<file path="src/hw/srpm_pkg.sv">
//Contract
//- set low flag on selected threshold crossing
//- low flag with enable raises interrupt
//- comparator status shows above/below threshold
//- host port disabled for powerup delay
//- reset polarity bit selects active level
//- powerup reset holds extra delay after enable
//- external reset input low asserts, releases immediately
//- watchdog expiry asserts reset about 60 ms
//- sleep reset held, then hold delay
//- key 0x3C at 0x1F resets registers
//- select 6 with switch: floats in sleep
//- select 6 no switch: high sleep indication
//- wake trigger ORs all enabled requests
//- run state: no power removal, no sleep reset
//- sleep accepted only with valid wake source
//- wait state lasts count to count+1 ticks
//- trigger in wait returns run, clears request
//- timeout count zero sleeps directly
//- timeout enters sleep; trigger wakes to run
//- slept flag set on sleep entry
//- reject request when stopped or irq pending
`default_nettype none
package srpm_pkg;
	localparam logic [7:0] SRPM_KEY_ADDR = 8'h1F;
	localparam logic [7:0] SRPM_KEY_RESET = 8'h3C;
	localparam logic [7:0] SRPM_CTRL_ADDR = 8'h20;
	localparam logic [7:0] SRPM_STAT_ADDR = 8'h21;
	localparam logic [7:0] SRPM_SLEEP_ADDR = 8'h22;
	localparam logic [7:0] SRPM_EN_ADDR = 8'h23;
	localparam logic [7:0] SRPM_CTRL_RST = 8'h1C; // pin2 on fixed low drive, reset active low
	localparam logic [2:0] SRPM_PIN2_SLEEP = 3'h6;
	localparam logic [2:0] SRPM_PIN2_RST = 3'h7;
	localparam int SRPM_CLK_HZ = 10000000;
	localparam int SRPM_TICK_MS = 8;
	localparam int SRPM_POWERUP_IO_DELAY_MS = 300;
	localparam int SRPM_WDRST_MS = 60;
	localparam int SRPM_HOLD_MS = 200;
	localparam int SRPM_TICK_CYC = SRPM_CLK_HZ / 1000 * SRPM_TICK_MS;
	localparam int SRPM_POWERUP_IO_DELAY_CYC = SRPM_CLK_HZ / 1000 * SRPM_POWERUP_IO_DELAY_MS;
	localparam int SRPM_WDRST_CYC = SRPM_CLK_HZ / 1000 * SRPM_WDRST_MS;
	localparam int SRPM_HOLD_CYC = SRPM_CLK_HZ / 1000 * SRPM_HOLD_MS;
	typedef enum logic [1:0] {SRPM_RUN, SRPM_WAIT, SRPM_SLEEP} srpm_state_t;
endpackage : srpm_pkg
`default_nettype wire

</file>
<file path="src/hw/srpm_top.sv">
`default_nettype none
module srpm_top import srpm_pkg::*; #(
	parameter int TICK_CYC = SRPM_TICK_CYC,
	parameter int POWERUP_IO_DELAY_CYC = SRPM_POWERUP_IO_DELAY_CYC,
	parameter int WDRST_CYC = SRPM_WDRST_CYC,
	parameter int HOLD_CYC = SRPM_HOLD_CYC
) (
	input wire logic clk,
	input wire logic rst_n,
	input wire logic power_valid,
	input wire logic reg_wr,
	input wire logic reg_rd,
	input wire logic [7:0] reg_addr,
	input wire logic [7:0] reg_wdata,
	output logic [7:0] reg_rdata,
	output logic host_io_en,
	input wire logic vbat_above_fall,
	input wire logic vbat_above_rise,
	input wire logic ext_reset_in,
	input wire logic wdt_expire,
	input wire logic [6:0] irq_req,
	input wire logic stop_bit,
	output logic irq_out,
	output logic freq_out_irq_pin,
	output logic reset_out_pin,
	output logic power_switch_o,
	output logic power_switch_oe_n
);
	// ----------------------------------------
	// synchronisers
	// ----------------------------------------
	logic [3:0] s1_ff;
	logic [3:0] s2_ff;
	// only the watchdog line gets an edge detector here; the comparator edge is taken after the polarity select
	logic s3_ff;
	always_ff @(posedge clk) begin
		if (!rst_n) begin
			s1_ff <= 4'hF;
			s2_ff <= 4'hF;
		end else begin
			s1_ff <= {vbat_above_fall, vbat_above_rise, ext_reset_in, wdt_expire};
			s2_ff <= s1_ff;
		end
	end
	always_ff @(posedge clk) begin
		if (!rst_n) s3_ff <= 1'b1;
		else s3_ff <= s2_ff[0];
	end
	wire logic ext_rst_s = s2_ff[1];
	wire logic wdt_rise = s2_ff[0] & ~s3_ff;
	// ----------------------------------------
	// registers
	// ----------------------------------------
	// ctrl: [0] polarity [1] rst pol [2:4] pin2 sel [5] switch en [6] ext en [7] wd sel
	// en: [0] vbat irq en [1] sleep rst en [2:4] timeout count [5] threshold sel
	logic [7:0] ctrl_ff;
	logic [7:0] en_ff;
	logic [6:0] wake_en_ff;
	logic vbat_low_flag_ff;
	logic sleep_request_ff;
	logic slept_flag_ff;
	srpm_state_t state_ff;
	logic sw_rst;
	logic valid_wr;
	wire logic vbat_cross_polarity = ctrl_ff[0];
	wire logic reset_out_polarity = ctrl_ff[1];
	wire logic [2:0] pin2_output_sel = ctrl_ff[4:2];
	wire logic power_switch_en = ctrl_ff[5];
	wire logic ext_reset_en = ctrl_ff[6];
	wire logic watchdog_reset_sel = ctrl_ff[7];
	wire logic vbat_low_irq_en = en_ff[0];
	wire logic sleep_reset_en = en_ff[1];
	wire logic [2:0] sleep_timeout_count = en_ff[4:2];
	wire logic vbat_threshold_sel = en_ff[5];
	wire logic vbat_above_threshold = vbat_cross_polarity ? s2_ff[2] : s2_ff[3];
	wire logic [6:0] pend = {irq_req[6:1], vbat_low_flag_ff};
	wire logic wake_trigger = |(pend & wake_en_ff);
	wire logic wake_source_valid = |wake_en_ff[6:1];
	assign valid_wr = reg_wr & host_io_en;
	assign sw_rst = valid_wr && reg_addr == SRPM_KEY_ADDR && reg_wdata == SRPM_KEY_RESET;
	always_ff @(posedge clk) begin
		if (!rst_n || sw_rst) begin
			ctrl_ff <= SRPM_CTRL_RST;
			en_ff <= 8'h00;
			wake_en_ff <= 7'h00;
		end else if (valid_wr) begin
			if (reg_addr == SRPM_CTRL_ADDR) ctrl_ff <= reg_wdata;
			else if (reg_addr == SRPM_EN_ADDR) begin
				en_ff <= reg_wdata;
				wake_en_ff <= {reg_wdata[7:2] & 6'h3F, reg_wdata[0]};
			end
		end
	end
	// ----------------------------------------
	// comparator flag
	// ----------------------------------------
	logic above_d_ff;
	always_ff @(posedge clk) begin
		if (!rst_n) above_d_ff <= 1'b1;
		else above_d_ff <= vbat_above_threshold;
	end
	wire logic vbat_cross = vbat_cross_polarity ? (vbat_above_threshold & ~above_d_ff)
		: (~vbat_above_threshold & above_d_ff);
	wire logic flag_clr = valid_wr && reg_addr == SRPM_STAT_ADDR && !reg_wdata[0];
	always_ff @(posedge clk) begin
		if (!rst_n || sw_rst) vbat_low_flag_ff <= 1'b0;
		else if (vbat_cross) vbat_low_flag_ff <= 1'b1;
		else if (flag_clr) vbat_low_flag_ff <= 1'b0;
	end
	always_ff @(posedge clk) begin
		if (!rst_n) irq_out <= 1'b0;
		else irq_out <= vbat_low_flag_ff & vbat_low_irq_en;
	end
	// ----------------------------------------
	// power-up delay
	// ----------------------------------------
	logic [23:0] pu_cnt_ff;
	always_ff @(posedge clk) begin
		if (!rst_n || !power_valid) begin
			pu_cnt_ff <= 24'h000000;
			host_io_en <= 1'b0;
		end else if (!host_io_en) begin
			if (pu_cnt_ff == 24'(POWERUP_IO_DELAY_CYC - 1)) host_io_en <= 1'b1;
			pu_cnt_ff <= pu_cnt_ff + 24'h000001;
		end
	end
	assign freq_out_irq_pin = host_io_en;
	// ----------------------------------------
	// sleep state machine
	// ----------------------------------------
	logic [23:0] tick_cnt_ff;
	logic [3:0] wait_cnt_ff;
	wire logic tick = tick_cnt_ff == 24'(TICK_CYC - 1);
	always_ff @(posedge clk) begin
		if (!rst_n || tick) tick_cnt_ff <= 24'h000000;
		else tick_cnt_ff <= tick_cnt_ff + 24'h000001;
	end
	wire logic slp_wr = valid_wr && reg_addr == SRPM_SLEEP_ADDR;
	wire logic slp_ok = slp_wr && reg_wdata[7] && wake_source_valid
		&& !stop_bit && !(|pend);
	always_ff @(posedge clk) begin
		if (!rst_n || !power_valid || sw_rst) begin
			state_ff <= SRPM_RUN;
			sleep_request_ff <= 1'b0;
			wait_cnt_ff <= 4'h0;
		end else begin
			case (state_ff)
				SRPM_RUN: begin
					sleep_request_ff <= 1'b0;
					if (slp_ok) begin
						sleep_request_ff <= 1'b1;
						wait_cnt_ff <= {1'b0, sleep_timeout_count} + 4'h1;
						if (sleep_timeout_count == 3'h0) state_ff <= SRPM_SLEEP;
						else state_ff <= SRPM_WAIT;
					end
				end
				SRPM_WAIT: begin
					if (wake_trigger) begin
						state_ff <= SRPM_RUN;
						sleep_request_ff <= 1'b0;
					end else if (tick) begin
						wait_cnt_ff <= wait_cnt_ff - 4'h1;
						if (wait_cnt_ff == 4'h1) state_ff <= SRPM_SLEEP;
					end
				end
				SRPM_SLEEP: begin
					if (wake_trigger) begin
						state_ff <= SRPM_RUN;
						sleep_request_ff <= 1'b0;
					end
				end
				default: state_ff <= SRPM_RUN;
			endcase
		end
	end
	wire logic sleep_entry = state_ff != SRPM_SLEEP
		&& ((state_ff == SRPM_WAIT && tick && wait_cnt_ff == 4'h1 && !wake_trigger)
		|| (state_ff == SRPM_RUN && slp_ok && sleep_timeout_count == 3'h0));
	always_ff @(posedge clk) begin
		if (!rst_n || sw_rst) slept_flag_ff <= 1'b0;
		else if (sleep_entry) slept_flag_ff <= 1'b1;
		else if (slp_wr && !reg_wdata[6]) slept_flag_ff <= 1'b0;
	end
	wire logic in_sleep = state_ff == SRPM_SLEEP;
	// ----------------------------------------
	// reset generator
	// ----------------------------------------
	logic [23:0] hold_cnt_ff;
	logic [23:0] wd_cnt_ff;
	logic sleep_d_ff;
	logic io_d_ff;
	always_ff @(posedge clk) begin
		if (!rst_n) begin
			sleep_d_ff <= 1'b0;
			io_d_ff <= 1'b0;
		end else begin
			sleep_d_ff <= in_sleep & sleep_reset_en;
			io_d_ff <= host_io_en;
		end
	end
	wire logic hold_start = (host_io_en & ~io_d_ff)
		| (sleep_d_ff & ~(in_sleep & sleep_reset_en));
	always_ff @(posedge clk) begin
		if (!rst_n || !power_valid) hold_cnt_ff <= 24'h000000;
		else if (hold_start) hold_cnt_ff <= 24'(HOLD_CYC);
		else if (hold_cnt_ff != 24'h000000) hold_cnt_ff <= hold_cnt_ff - 24'h000001;
	end
	always_ff @(posedge clk) begin
		if (!rst_n || !power_valid) wd_cnt_ff <= 24'h000000;
		else if (wdt_rise && watchdog_reset_sel) wd_cnt_ff <= 24'(WDRST_CYC);
		else if (wd_cnt_ff != 24'h000000) wd_cnt_ff <= wd_cnt_ff - 24'h000001;
	end
	wire logic rst_active = !host_io_en || hold_start || hold_cnt_ff != 24'h000000
		|| (ext_reset_en && !ext_rst_s)
		|| wd_cnt_ff != 24'h000000
		|| (in_sleep && sleep_reset_en);
	assign reset_out_pin = rst_active ^ ~reset_out_polarity;
	// ----------------------------------------
	// power switch pin and read-back
	// ----------------------------------------
	always_comb begin
		power_switch_o = 1'b0;
		power_switch_oe_n = 1'b0;
		if (pin2_output_sel == SRPM_PIN2_SLEEP) begin
			if (power_switch_en) power_switch_oe_n = in_sleep;
			else power_switch_o = in_sleep;
		end
	end
	always_ff @(posedge clk) begin
		if (!rst_n) reg_rdata <= 8'h00;
		else if (reg_rd) begin
			if (reg_addr == SRPM_CTRL_ADDR) reg_rdata <= ctrl_ff;
			else if (reg_addr == SRPM_EN_ADDR) reg_rdata <= en_ff;
			else if (reg_addr == SRPM_STAT_ADDR)
				reg_rdata <= {6'h00, vbat_above_threshold, vbat_low_flag_ff};
			else if (reg_addr == SRPM_SLEEP_ADDR)
				reg_rdata <= {sleep_request_ff, slept_flag_ff, 4'h0, state_ff};
			else reg_rdata <= 8'h00;
		end
	end
	// ----------------------------------------
	// checks
	// ----------------------------------------
	a_run_no_power: assert property (@(posedge clk) disable iff (!rst_n)
		state_ff == SRPM_RUN |-> !(power_switch_en && power_switch_oe_n)) else $error("run cut");
	a_slept_entry: assert property (@(posedge clk) disable iff (!rst_n)
		sleep_entry && !sw_rst |=> slept_flag_ff) else $error("slept not set");
	a_zero_direct: assert property (@(posedge clk) disable iff (!rst_n || !power_valid)
		state_ff == SRPM_RUN && slp_ok && sleep_timeout_count == 3'h0 && !sw_rst
		|=> state_ff == SRPM_SLEEP) else $error("no direct sleep");
	a_wait_wake: assert property (@(posedge clk) disable iff (!rst_n || !power_valid)
		state_ff == SRPM_WAIT && wake_trigger && !sw_rst
		|=> state_ff == SRPM_RUN && !sleep_request_ff) else $error("wait wake");
	a_reject_stop: assert property (@(posedge clk) disable iff (!rst_n)
		state_ff == SRPM_RUN && stop_bit |=> !sleep_request_ff) else $error("stop ignored");
	a_irq_raise: assert property (@(posedge clk) disable iff (!rst_n)
		vbat_low_flag_ff && vbat_low_irq_en |=> irq_out) else $error("irq missing");
	a_io_gate: assert property (@(posedge clk) disable iff (!rst_n)
		!power_valid |=> !host_io_en && !freq_out_irq_pin) else $error("io open");
	a_rst_pol: assert property (@(posedge clk) disable iff (!rst_n)
		!host_io_en |-> reset_out_pin == reset_out_polarity) else $error("polarity");
	a_ext_rst: assert property (@(posedge clk) disable iff (!rst_n)
		ext_reset_en && !ext_rst_s |-> reset_out_pin == reset_out_polarity) else $error("ext");
	c_sleep: cover property (@(posedge clk) disable iff (!rst_n) sleep_entry);
	c_wait: cover property (@(posedge clk) disable iff (!rst_n) state_ff == SRPM_WAIT);
	a_pu_hold: assert property (@(posedge clk) disable iff (!rst_n)
		$rose(host_io_en) |-> reset_out_pin == reset_out_polarity)
		else $error("power-up hold gap");
	a_sleep_hold: assert property (@(posedge clk) disable iff (!rst_n)
		$fell(in_sleep && sleep_reset_en) |-> reset_out_pin == reset_out_polarity)
		else $error("sleep hold gap");
	a_sleep_float: assert property (@(posedge clk) disable iff (!rst_n)
		in_sleep && pin2_output_sel == SRPM_PIN2_SLEEP && power_switch_en |-> power_switch_oe_n)
		else $error("switch not open");
	a_sleep_pin: assert property (@(posedge clk) disable iff (!rst_n)
		pin2_output_sel == SRPM_PIN2_SLEEP && !power_switch_en
		|-> !power_switch_oe_n && power_switch_o == in_sleep) else $error("sleep pin");
	a_wd_hold: assert property (@(posedge clk) disable iff (!rst_n)
		wdt_rise && watchdog_reset_sel |=> reset_out_pin == reset_out_polarity)
		else $error("watchdog reset missing");
	a_flag_set: assert property (@(posedge clk) disable iff (!rst_n)
		vbat_cross && !sw_rst |=> vbat_low_flag_ff)
		else $error("low flag not set");
	a_wait_bound: assert property (@(posedge clk) disable iff (!rst_n)
		state_ff == SRPM_WAIT |-> wait_cnt_ff != 4'h0 && wait_cnt_ff <= 4'h8)
		else $error("wait count out of range");
	a_power_loss: assert property (@(posedge clk) disable iff (!rst_n)
		!power_valid |=> state_ff == SRPM_RUN && !sleep_request_ff)
		else $error("power loss kept sleep");
	a_wake_trigger_wake: assert property (@(posedge clk) disable iff (!rst_n)
		in_sleep && wake_trigger |=> state_ff == SRPM_RUN)
		else $error("no wake from sleep");
	a_accept_valid: assert property (@(posedge clk) disable iff (!rst_n)
		state_ff == SRPM_RUN && !wake_source_valid |=> !sleep_request_ff)
		else $error("sleep without wake source");
	a_soft_quiet: assert property (@(posedge clk) disable iff (!rst_n)
		sw_rst && !rst_active && !wdt_rise && power_valid |=> !rst_active)
		else $error("soft reset drove reset");
	// ----------------------------------------
	// cover points
	// ----------------------------------------
	c_wake: cover property (@(posedge clk) disable iff (!rst_n)
		in_sleep && wake_trigger);
	c_direct: cover property (@(posedge clk) disable iff (!rst_n)
		state_ff == SRPM_RUN && slp_ok && sleep_timeout_count == 3'h0);
	c_hold_end: cover property (@(posedge clk) disable iff (!rst_n)
		hold_cnt_ff == 24'h000001);
endmodule : srpm_top
`default_nettype wire

</file>
<file path="config.mk">
export PLATFORM = sky130hd
export DESIGN_NAME = srpm_top
export DESIGN_NICKNAME = d
export VERILOG_FILES = /design/src/hw/srpm_pkg.sv /design/src/hw/srpm_top.sv
export SDC_FILE = /design/constraint.sdc
export NUM_CORES = 1
export LEC_CHECK = 0
export BUFFER_PORTS_ARGS = -buffer_cell sky130_fd_sc_hd__buf_4
export CELL_PAD_IN_SITES_DETAIL_PLACEMENT = 1
export CELL_PAD_IN_SITES_GLOBAL_PLACEMENT = 1
export CORE_MARGIN = 5
export CORE_UTILIZATION = 46
export CTS_BUF_LIST = sky130_fd_sc_hd__clkbuf_16
export CTS_CLUSTER_SIZE = 28
export DETAILED_ROUTE_END_ITERATION = 16
export MAX_ROUTING_LAYER = met4
export PLACE_DENSITY = 0.84
export SKIP_CTS_REPAIR_TIMING = 1
export SYNTH_ARGS = -nofsm -noshare
export SYNTH_HDL_FRONTEND = slang
export SYNTH_SLANG_ARGS = --single-unit
export TNS_END_PERCENT = 1
</file>
<file path="constraint.sdc">
create_clock -name clk -period 2.8 [get_ports clk]
set_clock_uncertainty 0.2 [all_clocks]
set_input_delay 0.28 -clock clk [delete_from_list [all_inputs] [get_ports clk]]
set_output_delay 0.28 -clock clk [all_outputs]
set_load 0.02 [all_outputs]
</file>
==> results.txt <==
- Number of iterations in the first detailed-routing pass: 4
- In this run the cell area measured after placement is around 0.0075 mm2.
- Full die area: about 0.017 mm2
- Synth-to-Final Area Change: 22.4%
- In this run the horizontal extent of the chip is around 130 um.
* PwrDens: about 1100 mW/mm2
* Largest net degree at the start of global routing: 26
- Ant diodes: 0
- In the global route stage, overall resource usage came out at 0.230.
- The number of slew-limit violations in the final report came to 0.
* Max clock buf depth: 2
- Static leakage: roughly 0.0031 uW
- Measured in cells, the most critical reg-to-reg path has a length of 7.
- Dividing the synthesized area by the synthesized cell count gives between 8 and 9 um2.
* Final hold slack: approximately 0.12 ns
- Clock tree synthesis found a total of 143 sinks.
- Peak per-stage delay on the critical path: 0.63 ns
- The library cells used most frequently in the layout, excluding fill and tap cells, are 138 x dfxtp_1, 104 x nor2_1, 80 x buf_4, 38 x a21oi_1, 38 x xnor2_1.
* Final period utilization: 1.08
- Counting flops with a built-in enable in the synthesized netlist gives 0.
- STA classifies the critical path startpoint as a register.
- The critical path is of the register to output port type.
* Later-pin clock latency in the skew report: roughly 0.43 ns
* Required time at the endpoint of the critical path: between 2 and 2.5 ns
- Number of global-route vias before repair: ~6500
* Routed vias: roughly 6200
* Dominant synthesized flop cell: dfxtp_1
- Number of distinct library cells after synthesis: 73
- The tool flagged a number of max-cap violations equal to 0.
- In the routed design, unresolved DRC markers number 0.
- I/O Pins: 47
- Most common cell after layout, fill and taps aside: dfxtp_1
* Nets@finish: just under 900
* DP Wirelength: ~13000 um
- Drt wl/cell: about 20 um
* Worst relative slew slack: 0.594
- Crit end category: output port
- For this design, the slowest cell found on the critical path is or4_1.
- Root buffer selected by CTS: clkbuf_16
- Final routed wirelength across all metal layers: approximately 20000 um
* Post-Synthesis Cells: between 700 and 800
- Crit path time final: a little over 3 ns
- The first global-routing pass estimated ~32000 um of wire.
* Async set or reset register ratio after synthesis: 0
- The checks that failed: setup timing.
* GP Congestion: 0.885
- For flop-to-flop paths, the worst setup slack is 0.18 ns.
* Worst hold path class: primary input to register
- Reg-to-reg critical path startpoint: wd_cnt_ff[18]
- In this run the tool buffered the top-level ports with 45 buffer cells.
- Combined area of all synthesized cells: 0.00681 mm2
- Achievable clock frequency: around 330 MHz
- Measured on the finished design, the core utilization comes to 0.573.
* Post-route cell area: 0.00833 mm2
* Final hold violations: 0
- TritonCTS clock tree: done
- Final count of negative-setup-slack endpoints: 1
- Clock-pin slew was measured on the worst setup and hold paths at 0.06 ns.
- Number of buffers created by CTS: 17
- Synth Net Count: around 810
* Num rows: 44
* Final setup TNS: -0.220 ns
- Antenna violations before repair: 0
- In this run the worst setup path begins at wd_cnt_ff[8].
- Across all setup checks in the final design, the least slack found is -0.220 ns.
- Unrepaired setup endpoints after global routing: yes
- Of the synthesized area, sequential elements account for 0.421.
* Transition time at the pin with the least slew margin: a little over 0.6 ns
- Synthesis inferred between 100 and 150 register bits.
* Average vias per placed instance: a little under 6
* Peak VDD IR: 0.622 mV
- For this configuration, the core starts out at a cell density of 0.468.
- In this run the critical register-to-register path is captured at wd_cnt_ff[7].
- Library cell appearing most often on the critical path: nor3_2
- Synth warn: 0
- Run status: complete, but fails checks
- Number of H-tree branching levels: 4
- At the worst endpoint, the arrival time is 2.54 ns.
* Die span in y: 132 um
- Post-DRT Antenna Nets: 0
- Crit-path max FO: 8
* Cells along the critical path: or4_1, nor3_2, nand4b_1, nor3_2, xor2_1, buf_4
* Area of the core: about 0.015 mm2
* Capturing element of the worst setup path: reset_out_pin
- Fraction of layout cells with a size suffix above 1: 0.172
* Total overflow reported by the global router: 0
- Timing analysis after detailed placement gives a worst setup slack of 0.165 ns.
- First DRT Iteration DRCs: 273
-- layer usage --
| metal | vias up | routed length (um) | GRT usage |
|---|---|---|---|
| li1 | 2919 | - | - |
| met1 | 3064 | 8320 | 0.255 |
| met2 | 133 | 10900 | 0.405 |
| met3 | 51 | 655 | 0.0497 |
| met4 | 0 | 558 | 0.0891 |
| met5 | - | 0 | - |
-- critical path: cells and delay by family, from the launching register on --
kind	cells	cell delay [ns]
DFF	1	0.38
and+or+nand+nor	4	1.33
xor gates and xnor gates	1	0.23
buffers and inverters	1	0.18
-- power breakdown --
part	switching, uW	internal [uW]
Combinational	2450	1890
Clock	894	1670
Sequential	296	2320
Total	3640	5880
-- metrics by stage --
stage                     total power [uW]  std cells
after floorplan                       5800        760
after global placement                6460        992
after detailed placement              6730        992
after CTS                             9370       1024
after global routing                 10100       1041
final                                 9530       1041
-- state kept, by name (all words and copies together) (netlist names), 8 cells and up --
register	count
reg_rdata	8
tick_cnt_ff	24
pu_cnt_ff	24
wd_cnt_ff	24
en_ff	8
hold_cnt_ff	24
ctrl_ff	8
-- area by class of cell --
cell class	instances	area, um2
sequential	143	2870
clock inverter	15	241
fill	1672	6200
timing repair buffer	95	751
tap	184	230
multi-input combinational	563	3720
inverter	24	90.1
clock buffer	17	425
-- worst min path at each step --
| stage | startpoint | end | slack (ns) | cells past startpoint |
|---|---|---|---|---|
| floorplan | wdt_expire | s1_ff[0] | 0.18 | 1 |
| global placement | s1_ff[0] | s2_ff[0] | 0.20 | 1 |
| detailed placement | s1_ff[1] | s2_ff[1] | 0.20 | 1 |
| CTS | ext_reset_in | s1_ff[1] | -0.12 | 2 |
| global route | reg_addr[1] | vbat_low_flag_ff | 0.13 | 3 |
| finish | power_valid | wd_cnt_ff[16] | 0.12 | 3 |
-- logic make-up (layout without fill, tap and decap cells) --
kind of cell,Yosys count,in the layout,share of synthesized area
flops,143,143,0.421
simple gates,345,345,0.278
mux,27,27,0.0439
compound gates,111,111,0.113
xor+xnor,68,68,0.0875
buf+inv,54,151,0.0353
fa+ha+maj,12,12,0.0221
-- synth_stat cells, types with 9 or more instances --
library cell / instances / area (um2)
dfxtp_1: 143 / 2860
nor2_1: 104 / 390
a21oi_1: 38 / 190
xnor2_1: 38 / 333
nand2_1: 37 / 139
xor2_1: 30 / 263
inv_1: 23 / 86.3
nor4_1: 23 / 144
mux2i_1: 22 / 220
nand4_1: 22 / 138
clkbuf_1: 21 / 78.8
nand2b_1: 21 / 131
nand3_1: 21 / 105
nor3_1: 19 / 95.1
and3_1: 15 / 93.8
or3_1: 15 / 93.8
ha_1: 12 / 150
o31ai_1: 11 / 82.6
a22oi_1: 9 / 67.6
a31oi_1: 9 / 56.3
(Power assumes the default switching activity.)
